<file path="src/core/sram_ctrl_pkg.sv">
// Constants and carrier types for the asynchronous 64K x 4 static memory controller.
// Assumes a 125 MHz system clock; timing figures are for the selected speed grade.
// Operation
// - Write starts only with all signals low, ends when any goes high.
// - Controller meets data setup and hold to the edge ending the write.
// - Strobe write with gate low lasts at least float delay plus data setup.
// - Controller presents valid address no later than the selects falling.
package sram_ctrl_pkg;

    localparam int unsigned ADDR_WIDTH = 16;
    localparam int unsigned DATA_WIDTH = 4;
    localparam int unsigned CLK_PERIOD_NS = 8;

    // Speed-grade figures in ns (12 ns grade)
    localparam int unsigned ACCESS_TIME_NS               = 12;
    localparam int unsigned WRITE_PULSE_NS               = 8;
    localparam int unsigned WRITE_DATA_SETUP_TIME_NS     = 8;
    localparam int unsigned STROBE_LOW_TO_FLOAT_DELAY_NS = 7;
    localparam int unsigned SELECT_HIGH_TO_FLOAT_NS      = 5;

    // Least times, rounded up to whole cycles, at least one
    function automatic int unsigned ns_to_cycles(input int unsigned ns);
        int unsigned c;
        c = (ns + CLK_PERIOD_NS - 1) / CLK_PERIOD_NS;
        return (c < 1) ? 1 : c;
    endfunction : ns_to_cycles

    // Read wait covers access time; the controller adds the three-flop input sampling path
    localparam int unsigned READ_WAIT_CYCLES  = ns_to_cycles(ACCESS_TIME_NS);
    localparam int unsigned WRITE_PULSE_CYCLES =
        ns_to_cycles(((STROBE_LOW_TO_FLOAT_DELAY_NS + WRITE_DATA_SETUP_TIME_NS)
            > WRITE_PULSE_NS) ? (STROBE_LOW_TO_FLOAT_DELAY_NS + WRITE_DATA_SETUP_TIME_NS)
            : WRITE_PULSE_NS);
    localparam int unsigned FLOAT_WAIT_CYCLES  = ns_to_cycles(SELECT_HIGH_TO_FLOAT_NS);
    localparam int unsigned SAMPLE_FLOPS       = 3;
    localparam int unsigned CNT_WIDTH          = 4;

    localparam logic [ADDR_WIDTH-1:0] ADDR_RESET = 16'h0000;
    localparam logic [DATA_WIDTH-1:0] DATA_RESET = 4'h0;

    typedef struct packed {
        logic                  write;
        logic [ADDR_WIDTH-1:0] addr;
        logic [DATA_WIDTH-1:0] wdata;
    } request_type;

    typedef struct packed {
        logic                  chip_select_a_n;
        logic                  chip_select_b_n;
        logic                  write_strobe_n;
        logic                  output_gate_n;
        logic [ADDR_WIDTH-1:0] address_lines;
    } pins_type;

endpackage : sram_ctrl_pkg

</file>
<file path="src/core/sram_ctrl.sv">
// Controller that drives an asynchronous 64K x 4 static memory over its pins.
// Assumes the memory sits on the pins directly; read data arrives asynchronously.
`timescale 1ns/10ps
`default_nettype none
module sram_ctrl
    import sram_ctrl_pkg::*;
#(
    parameter int unsigned READ_WAIT  = READ_WAIT_CYCLES,
    parameter int unsigned WRITE_WAIT = WRITE_PULSE_CYCLES,
    parameter int unsigned FLOAT_WAIT = FLOAT_WAIT_CYCLES
)
(
    // Clock and reset
    input  wire logic                  clk,
    input  wire logic                  rst_n,
    // User request side
    input  wire logic                  req_valid,
    input  wire request_type           req,
    output logic                       req_ready,
    output logic                       rsp_valid,
    output logic [DATA_WIDTH-1:0]      rsp_rdata,
    // Memory pins
    output pins_type                   pins,
    input  wire logic [DATA_WIDTH-1:0] data_lines_in,
    output logic [DATA_WIDTH-1:0]      data_lines_out,
    output logic [DATA_WIDTH-1:0]      data_lines_oe_n
);

    typedef enum logic [2:0] {IDLE, RD_WAIT, WR_SETUP, WR_PULSE, WR_HOLD, TURN} state_type;

    logic                  rst_meta_q;
    logic                  rst_sync_q;
    state_type             state_q;
    logic [CNT_WIDTH-1:0]  cnt_q;
    logic [DATA_WIDTH-1:0] din_s1_q;
    logic [DATA_WIDTH-1:0] din_s2_q;
    logic [DATA_WIDTH-1:0] din_s3_q;
    logic                  cnt_done;

    assign cnt_done = (cnt_q == '0);

    always_ff @(posedge clk or negedge rst_n)
    begin
        if (!rst_n)
        begin
            rst_meta_q <= 1'b0;
            rst_sync_q <= 1'b0;
        end
        else
        begin
            rst_meta_q <= 1'b1;
            rst_sync_q <= rst_meta_q;
        end
    end

    // Read data sampling; the value counts once the second and third stages agree
    always_ff @(posedge clk or negedge rst_sync_q)
    begin
        if (!rst_sync_q)
        begin
            din_s1_q <= DATA_RESET;
            din_s2_q <= DATA_RESET;
            din_s3_q <= DATA_RESET;
        end
        else
        begin
            din_s1_q <= data_lines_in;
            din_s2_q <= din_s1_q;
            din_s3_q <= din_s2_q;
        end
    end

    // Sequencer
    always_ff @(posedge clk or negedge rst_sync_q)
    begin
        if (!rst_sync_q)
        begin
            state_q <= IDLE;
            cnt_q   <= '0;
        end
        else
        begin
            unique case (state_q)
                IDLE:
                begin
                    if (req_valid && req_ready)
                    begin
                        if (req.write)
                        begin
                            state_q <= WR_SETUP;
                            cnt_q   <= '0;
                        end
                        else
                        begin
                            state_q <= RD_WAIT;
                            cnt_q   <= CNT_WIDTH'(READ_WAIT + SAMPLE_FLOPS);
                        end
                    end
                end
                RD_WAIT:
                begin
                    if (cnt_done && (din_s2_q == din_s3_q))
                    begin
                        state_q <= TURN;
                        cnt_q   <= CNT_WIDTH'(FLOAT_WAIT);
                    end
                    else if (!cnt_done)
                    begin
                        cnt_q <= cnt_q - 1'b1;
                    end
                end
                WR_SETUP:
                begin
                    state_q <= WR_PULSE;
                    cnt_q   <= CNT_WIDTH'(WRITE_WAIT - 1);
                end
                WR_PULSE:
                begin
                    if (cnt_done)
                    begin
                        state_q <= WR_HOLD;
                    end
                    else
                    begin
                        cnt_q <= cnt_q - 1'b1;
                    end
                end
                WR_HOLD:
                begin
                    state_q <= TURN;
                    cnt_q   <= CNT_WIDTH'(FLOAT_WAIT);
                end
                TURN:
                begin
                    if (cnt_done)
                    begin
                        state_q <= IDLE;
                    end
                    else
                    begin
                        cnt_q <= cnt_q - 1'b1;
                    end
                end
            endcase
        end
    end

    // Pin drive: address set no later than selects fall and held through the end of access
    always_ff @(posedge clk or negedge rst_sync_q)
    begin
        if (!rst_sync_q)
        begin
            pins.chip_select_a_n <= 1'b1;
            pins.chip_select_b_n <= 1'b1;
            pins.write_strobe_n  <= 1'b1;
            pins.output_gate_n   <= 1'b1;
            pins.address_lines   <= ADDR_RESET;
            data_lines_out       <= DATA_RESET;
            data_lines_oe_n      <= '1;
        end
        else
        begin
            unique case (state_q)
                IDLE:
                begin
                    if (req_valid && req_ready)
                    begin
                        pins.address_lines <= req.addr;
                        data_lines_out     <= req.wdata;
                        pins.output_gate_n <= req.write;
                        if (!req.write)
                        begin
                            pins.chip_select_a_n <= 1'b0;
                            pins.chip_select_b_n <= 1'b0;
                        end
                    end
                end
                WR_SETUP:
                begin
                    pins.chip_select_a_n <= 1'b0;
                    pins.chip_select_b_n <= 1'b0;
                    pins.write_strobe_n  <= 1'b0;
                    data_lines_oe_n      <= '0;
                end
                WR_PULSE:
                begin
                    if (cnt_done)
                    begin
                        pins.write_strobe_n  <= 1'b1;
                        pins.chip_select_a_n <= 1'b1;
                        pins.chip_select_b_n <= 1'b1;
                    end
                end
                WR_HOLD:
                begin
                    data_lines_oe_n <= '1;
                end
                RD_WAIT:
                begin
                    if (cnt_done && (din_s2_q == din_s3_q))
                    begin
                        pins.chip_select_a_n <= 1'b1;
                        pins.chip_select_b_n <= 1'b1;
                        pins.output_gate_n   <= 1'b1;
                    end
                end
                TURN:
                begin
                end
            endcase
        end
    end

    // User side handshake and read return
    always_ff @(posedge clk or negedge rst_sync_q)
    begin
        if (!rst_sync_q)
        begin
            req_ready <= 1'b0;
            rsp_valid <= 1'b0;
            rsp_rdata <= DATA_RESET;
        end
        else
        begin
            rsp_valid <= 1'b0;
            if (state_q == IDLE && req_valid && req_ready)
            begin
                req_ready <= 1'b0;
            end
            else if (state_q == TURN && cnt_done)
            begin
                req_ready <= 1'b1;
            end
            else if (state_q == IDLE)
            begin
                req_ready <= 1'b1;
            end
            if (state_q == RD_WAIT && cnt_done && (din_s2_q == din_s3_q))
            begin
                rsp_valid <= 1'b1;
                rsp_rdata <= din_s3_q;
            end
        end
    end

endmodule : sram_ctrl
`default_nettype wire

</file>
<file path="config.mk">
export PLATFORM = sky130hd
export DESIGN_NAME = sram_ctrl
export DESIGN_NICKNAME = d
export VERILOG_FILES = /design/src/core/sram_ctrl_pkg.sv /design/src/core/sram_ctrl.sv
export SDC_FILE = /design/constraint.sdc
export NUM_CORES = 1
export LEC_CHECK = 0
export BUFFER_PORTS_ARGS = -buffer_cell sky130_fd_sc_hd__buf_2
export CAP_MARGIN = 40
export CORE_MARGIN = 5
export CORE_UTILIZATION = 53
export CTS_BUF_LIST = sky130_fd_sc_hd__clkbuf_8
export DETAILED_ROUTE_END_ITERATION = 8
export PLACE_DENSITY = 0.83
export SETUP_SLACK_MARGIN = 0.4
export SLEW_MARGIN = 20
export SYNTH_ARGS = -nofsm -noshare
export SYNTH_HDL_FRONTEND = slang
export SYNTH_SLANG_ARGS = --single-unit
</file>
<file path="constraint.sdc">
create_clock -name clk -period 1.9 [get_ports clk]
set_input_delay 0.285 -clock clk [delete_from_list [all_inputs] [get_ports clk]]
set_output_delay 0.285 -clock clk [all_outputs]
set_load 0.05 [all_outputs]
</file>
==> results.md, run 1 <==
- The flow ran to the end, and the final reports show no timing, DRC or antenna violations.
- The global-route usage over all layers is 18.3%.
- The synthesized area divided by synthesized cell count is about 14 sq um.
- In the layout the commonest cells are buf_2 (61), dfrtp_1 (45), mux2_4 (18), buf_4 (18).
- For this configuration, the core starts out at a cell density of 54.7%.
- Setup total negative slack on the finished layout was measured at 0 ns.
- For this design the total switching power over the nets is approximately 2.8 mW.
- The detailed placer's ending HPWL is 3180 um.
- For the final database, setup skew stands at a little over 0.009 ns.
- The final count of pins violating max slew was 0.
- The clock reaches the later pin of the worst-skew pair after 0.30 ns.
- The power per unit of standard cell area is 2060 nW/um^2.
- After detailed routing, the number of remaining DRC violations is 0.
- The total wire length after detailed routing is about 4800 um.
- The critical register-to-register path endpoint is pins[18].
- The wire length of the first global-routing pass is 7720 um.
- The number of nets in the final layout is 272.
- The number of failing setup endpoints in the final timing report is 0.
- The cell-internal power is between 3 and 4 mW.
- The routability-driven placement congestion ratio is around 0.81.
- The number of buffers inserted during clock tree synthesis is 5.
- No sink is reached through more buffers than the 2 on the longest clock path.
- The start point of the critical path is cnt_q[0].
- In this run the cell area of the synthesized design comes to 2200 sq um.
- The worst-case reg-to-reg path depth is 6.
- The maximum net fanout on the critical path is 5.
- The number of cell rows is 23.
- The layout has 287 filler cells.
- The most used flip-flop cell after synthesis is dfrtp_1.
- The H-tree depth reported by CTS is 2.
- The share of flip-flops with an asynchronous set or reset after synthesis is 100%.
- The vias per cell is between 5 and 6.
- The origin of the critical flop-to-flop path is cnt_q[0].
- The number of primary I/O pins is 62.
- Counting every net in the synthesized netlist gives 192.
- The number of buffers added on ports is between 60 and 70.
- The average routed wire per standard cell is 16.5 um.
- Entering global routing, the biggest net connects 25 pins.
- The kind of end point of the critical path is a flop.
- The count of state elements after synthesis is a little over 50.
- 0 antenna diodes ended up in the layout.
- The combinational fraction of design power is between 50% and 60%.
- The number of antenna violations at the first check in global routing is 0.
- The total overflow left after global routing is 0.
- The number of sinks handled by clock tree synthesis is 51.
- The fraction of power spent switching nets is 46.7%.
- Summed over all cells, the static leakage comes to 1.41 nW.
- The via count of the first global-routing pass is approximately 1700.
- The core region is roughly 4000 sq um.
- The overall via count from detail_route is ~1600.
- The register area is 1280 sq um.
- The library cell used most frequently in the layout, excluding fill and tap cells, is buf_2.
- The clock network is responsible for 12.8% of the overall power.
- Sequential cells burn 29.9% of the power.
- The cell sitting at the root of the clock tree is a clkbuf_8.
- The worst setup path is of the flop to flop kind.
- The capture point of the critical path is pins[18].
- The portion of the post-synthesis area used by sequential elements is 58.1%.
- The count of endpoints failing hold in the final timing report is 0.
- The tool flagged a number of max-cap violations equal to 0.
- The number of warnings printed during yosys synthesis is 0.
- Setup repair after global routing could not meet its margin everywhere.
- The worst setup path is launched from a flop.
- The maximum clock frequency is 604 MHz.
- Once detail routing completed, the nets flagged for antenna violations numbered 0.
- The die span in y is 74.5 um.
- The critical path data required time is 2.11 ns.
- In this run the register-to-register setup slack is 0.24 ns.
- The first detailed-routing pass took 6 iterations.
- The layout overhead on the synthesized area is 31.3%.
- The multi-input combinational cells in the finished layout cover a total of 922 sq um.
- The tightest min-delay check is of the input port to flop type.
- The worst vdd rail ir drop is 1.23 mV.
- TritonCTS built the clock tree.
- The number of different library cells used by synthesis comes to 48.
- Yosys mapped a number of flops with a built-in enable equal to 0.
- The clock transition at the registers of the reported paths is 0.09 ns.
- Data on the critical path arrives at its endpoint at 1.87 ns.
- The max-slew headroom at the worst pin is 65.6%.
- The worst path uses 87.1% of the clock period.
- The actual transition at the worst max-transition pin is 0.517 ns.
- The iteration-0 DRC count of the detailed router is a little over 200.
- After technology mapping, the gate count stands at between 150 and 200.
- The utilization after layout is 71.8%.
- The die extent in x is 74.5 um.
- The time the worst path needs with I/O delays and setup is 1.66 ns.
- Counting instances, the worst hold path has a depth of 1.
- The layout cell share with drive strength beyond 1 is 58.2%.
- The overall die area is 5550 sq um.
## stage by stage
| stage | hold WS, ns | area (sq um) | total power [mW] | std cells | worst slack, ns |
|---|---|---|---|---|---|
| detailed placement | 0.0736 | 2580 | 4.81 | 271 | 0.251 |
| global placement | 0.0723 | 2580 | 4.74 | 271 | 0.298 |
| CTS | 0.0805 | 2800 | 5.75 | 288 | 0.321 |
| floorplan | -0.0106 | 2250 | 4.24 | 163 | 0.392 |
| global route | 0.0662 | 2890 | 6.29 | 294 | 0.159 |
| finish | 0.0948 | 2890 | 5.97 | 294 | 0.244 |
## layer usage
metal	global-route usage, %	wire length, um	part of all wire (%)
met1	24.7	1970	41
met2	28.6	2440	50
met3	5.27	332	6.9
met4	5.93	95	2.0
met5	0	0	0
## registers in the layout, summed over array words and instances, names as in the netlist
signal and cells:
din_s2_q 4, rsp_rdata 4, cnt_q 4, rst_meta_q 1, rst_sync_q 1, req_ready 1, pins 19, state_q 3
din_s1_q 4, data_lines_oe_n 1, data_lines_out 4, din_s3_q 4, rsp_valid 1
## cell families after synthesis
| group | share of synthesized area [%] |
|---|---|
| other | 0.170 |
| adders and majority gates | 0.568 |
| DFF | 58.1 |
| AOI/OAI and AO/OA | 8.29 |
| muxes | 15.2 |
| and+or+nand+nor | 11.9 |
| xor gates and xnor gates | 1.59 |
| buffers and inverters | 4.14 |
## synthesized netlist by cell type (3+ instances only)
cell / instances / area share [%]
dfrtp_1: 47 / 53
mux2_4: 17 / 12
nand2_1: 8 / 1.4
nor2_1: 8 / 1.4
mux2_2: 7 / 3.6
buf_4: 6 / 2.0
o21ai_0: 5 / 1.1
a21oi_1: 4 / 0.91
dfstp_2: 4 / 4.8
inv_1: 4 / 0.68
nor3_1: 4 / 0.91
nand2b_1: 3 / 0.85
nand3_1: 3 / 0.68
o22a_1: 3 / 1.2
## power groups by stage
stage                     sequential, mW  clock, mW  combinational (mW)
after floorplan                     2.87          0                1.37
after global placement              1.78          0                2.96
after detailed placement            1.79          0                3.02
after CTS                           1.78      0.783                3.19
after global routing                1.84      0.833                3.62
final                               1.78      0.763                3.42
## critical path, stage by stage (launching register included)
cell and delay [ns]:
dfrtp_1 0.40, inv_2 0.07, ha_4 0.17, nor3b_4 0.15, and2_4 0.19, a2111oi_0 0.48, nor3_1 0.11
## final cells by class
class	count	area share [%]
Timing Repair Buffer	83	17.0
Clock buffer	6	2.85
Inverter	4	0.519
Tap cell	50	2.16
Clock inverter	2	1.21
Multi-Input combinational cell	98	31.9
Sequential cell	51	44.4
## worst min path at each step
stage                startpoint          end
2_1_floorplan             rst_n   rst_meta_q
3_3_place_gp              rst_n   rst_meta_q
3_5_place_dp              rst_n   rst_meta_q
4_1_cts        data_lines_in[2]  din_s1_q[2]
5_1_grt        data_lines_in[2]  din_s1_q[2]
6_report       data_lines_in[2]  din_s1_q[2]
## what timing repair did
item                                    in CTS  in global routing
endpoints found under the setup margin      22                 28
hold buffers                                 1                  0
gates resized for setup                      8                 12
buffers inserted                             8                  6
endpoints found under the hold margin        2                  0
pin swaps                                    4                  5
Power figures use the tool's default switching activity.
==> run 2: changes to the inputs <==
--- a/config.mk
+++ b/config.mk
@@ -5,12 +5,14 @@
 export SDC_FILE = /design/constraint.sdc
 export NUM_CORES = 1
 export LEC_CHECK = 0
+export ABC_CLOCK_PERIOD_IN_PS = 1900
 export BUFFER_PORTS_ARGS = -buffer_cell sky130_fd_sc_hd__buf_2
 export CAP_MARGIN = 40
 export CORE_MARGIN = 5
 export CORE_UTILIZATION = 53
 export CTS_BUF_LIST = sky130_fd_sc_hd__clkbuf_8
 export DETAILED_ROUTE_END_ITERATION = 8
+export GPL_TIMING_DRIVEN = 0
 export PLACE_DENSITY = 0.83
 export SETUP_SLACK_MARGIN = 0.4
 export SLEW_MARGIN = 20
==> run 2 against run 1 <==
Against the previous run: routed wire length decreased by 5.2%; cell area increased by 2.2%; global-route usage decreased by 0.84 points; final cell count increased by 1.0%; critical path depth unchanged; worst hold slack got worse by 0.011 ns; maximum frequency increased by 3.9%; sequential power about the same; non-clock buffer count increased by 3; critical path type unchanged; flip-flop and latch count unchanged; clock power increased by 1%; combinational power about the same.
==> results.md, run 2 (synthesis results as in run 1) <==
- Global routing finished with a remaining overflow of 0.
- Setup violations remaining at the end of the flow were counted as 0.
- The maximum clock frequency is between 600 and 700 MHz.
- The utilization after layout is 73.4%.
- The first global-routing pass estimated around 7300 um of wire.
- The largest individual stage delay along the critical path comes from the cell dfrtp_1.
- The area of the core is 4030 sq um.
- In the global route stage, overall resource usage came out at 17.5%.
- On the worst path, the slowest cell contributes a delay of just over 0.4 ns.
- Once placement completed, the tool counted placed cells totaling 275.
- Setup repair after global routing could not meet its margin everywhere.
- The arrival time at the worst endpoint is roughly 1.8 ns.
- The tree is rooted in a clkbuf_8.
- The pin count of the biggest net entering global routing is 36.
- The number of primary I/O pins is 62.
- The library cells used most frequently in the layout, excluding fill and tap cells, are buf_2 (58), dfrtp_1 (43), buf_4 (21).
- The first routing iteration left 143 violations.
- Timing analysis after detailed placement gives a worst setup slack of 0.230 ns.
- For the worst-skew pair, the clock arrives at the later sink with an insertion delay of approximately 0.30 ns.
- 0 antenna diodes ended up in the layout.
- The maximum net fanout on the critical path is 5.
- After layout, the worst setup slack is 0.306 ns.
- Measured along the y axis, the die boundary spans 74.5 um.
- The category of the critical setup timing path is flop to flop.
- The number of flip-flops in the largest register is 19.
- Max-cap violations in this run came to 0.
- The most flop-heavy register is pins.
- Of the cells placed in the final design, the portion with a size suffix greater than 1 is 59.1%.
- The worst vdd rail ir drop is 1.09 mV.
- The detailed placer's ending HPWL is between 3000 and 4000 um.
- The run finished with clean final reports.
- The final non-filler cell total is 297.
- The worst path uses 83.9% of the clock period.
- The top cell family by delay on the critical path is simple AND/OR/NAND/NOR gates.
- STA classifies the critical path startpoint as a flop.
- In this run the tool buffered the top-level ports with 61 buffer cells.
- The clock tree skew after final layout is 0.00833 ns.
- The filler cell count is 270.
- The critical path goes through inv_2 -> ha_4 -> nor3b_4 -> and2_4 -> nand4_4 -> mux2_4.
- For this run, the detailed router's first-pass iteration total came to 4.
- TritonCTS created 5 clock buffers.
- The H-tree depth reported by CTS is 2.
- For this run, design rule violations remaining after detail routing come to 0.
- For this block, the via count after detailed routing is 1586.
- The time the worst path needs with I/O delays and setup is roughly 1.6 ns.
- The remaining antenna violation count is 0.
- The total wire length after detailed routing is 4590 um.
- The routability-driven placement congestion ratio is approximately 0.95.
- The commonest non-fill, non-tap cell in the layout is buf_2.
- The worst setup path is captured at a flop.
- The count of endpoints failing hold in the final timing report is 0.
- The number of sinks handled by clock tree synthesis is 51.
- The maximum buffer depth of the clock tree is 2.
- The number of buffers and inverters on the critical path is 1.
- Power spread over the standard cell area amounts to slightly above 2000 nW/um^2.
- After clock tree synthesis, the clock-pin slew on the worst setup and hold paths is 0.09 ns.
- The starting density of the core is 54.7%.
- The die is about 74 um wide.
- The TritonCTS clock tree is built.
- The number of antenna violations at the first check in global routing is 0.
- The area growth from synthesis to layout is 34.3%.
- Dividing the detail-routed wire length by the instance count gives approximately 15 um.
- The path class of the tightest hold or removal check is input port to flop.
- The number of cell rows is 23.
- The via count of the first global-routing pass is 1592.
- The total chip power is 6.00 mW.
- The number of nets in the final layout is 275.
- The final count of pins violating max slew is 0.
- The analysis attributes to cell leakage a power of 1.44 nW.
- In the final timing run, aggregate negative setup slack is 0 ns.
- The critical path data required time is approximately 2.1 ns.
- The die covers 5550 sq um.
- Using the TritonRoute via totals, the vias-per-cell ratio works out to 5.34.
[run 2: changes by cell type in the layout (fill, tap and decap cells not counted), moves of 2 or more]
cell and delta:
buf_4 +3, buf_2 -3, dfrtp_2 +2, dfrtp_1 -2
[run 2: layer usage]
metal  vias to the layer above  track usage [%]  routed length, um
li1                        738                -                  -
met1                       775             22.3               1830
met2                        66             28.3               2310
met3                         7             4.86                342
met4                         0             6.92                105
met5                         -                0                  0
[run 2: final timing paths]
| check | startpoint | to | slack [ns] | cells past startpoint |
|---|---|---|---|---|
| worst max-delay path | cnt_q[0] | rsp_rdata[3] | 0.31 | 6 |
| worst min-delay path | data_lines_in[0] | din_s1_q[0] | 0.08 | 1 |
| worst max register to register | cnt_q[0] | rsp_rdata[3] | 0.31 | 6 |
| worst min register to register | rst_sync_q | din_s1_q[2] | 0.18 | 0 |
| max in group asynchronous | rst_sync_q | pins[17] | 1.16 | 1 |
| min in group asynchronous | rst_sync_q | din_s1_q[2] | 0.18 | 0 |
[run 2: area by class of cell]
| cell class | instances | area, sq um | area share (%) |
|---|---|---|---|
| flip-flops and latches | 51 | 1290 | 43.5 |
| plain buffers | 10 | 92.6 | 3.13 |
| clock buffers | 6 | 82.6 | 2.79 |
| well taps | 50 | 62.6 | 2.11 |
| inverters | 4 | 15.0 | 0.507 |
| multi-input cells | 98 | 938 | 31.7 |
| repair buffers | 76 | 447 | 15.1 |
| clock inverters | 2 | 35.0 | 1.18 |
[run 2: power breakdown]
part           switching (mW)  total (mW)  leakage, nW  internal (mW)
Clock                   0.345       0.771       0.0612          0.426
Sequential              0.294        1.81        0.604           1.51
Combinational            2.12        3.42        0.770           1.31
[run 2: worst register-to-register path, stage by stage (launching register included)]
cell and delay, ns:
dfrtp_1 0.41, inv_2 0.08, ha_4 0.14, nor3b_4 0.21, and2_4 0.20, nand4_4 0.12
mux2_4 0.33
[run 2: what timing repair did]
item	CTS	global route
gates resized for setup	9	15
setup buffers	8	5
pin swaps	4	8
setup endpoints to repair	31	33
hold buffers	1	0
endpoints found under the hold margin	2	0
[run 2: stage by stage]
stage	cell area [sq um]	hold WS [ns]
final	2960	0.0838
after floorplan	2250	-0.0106
after global placement	2620	0.0717
after detailed placement	2640	0.0723
after global routing	2960	0.0721
after CTS	2850	0.0741
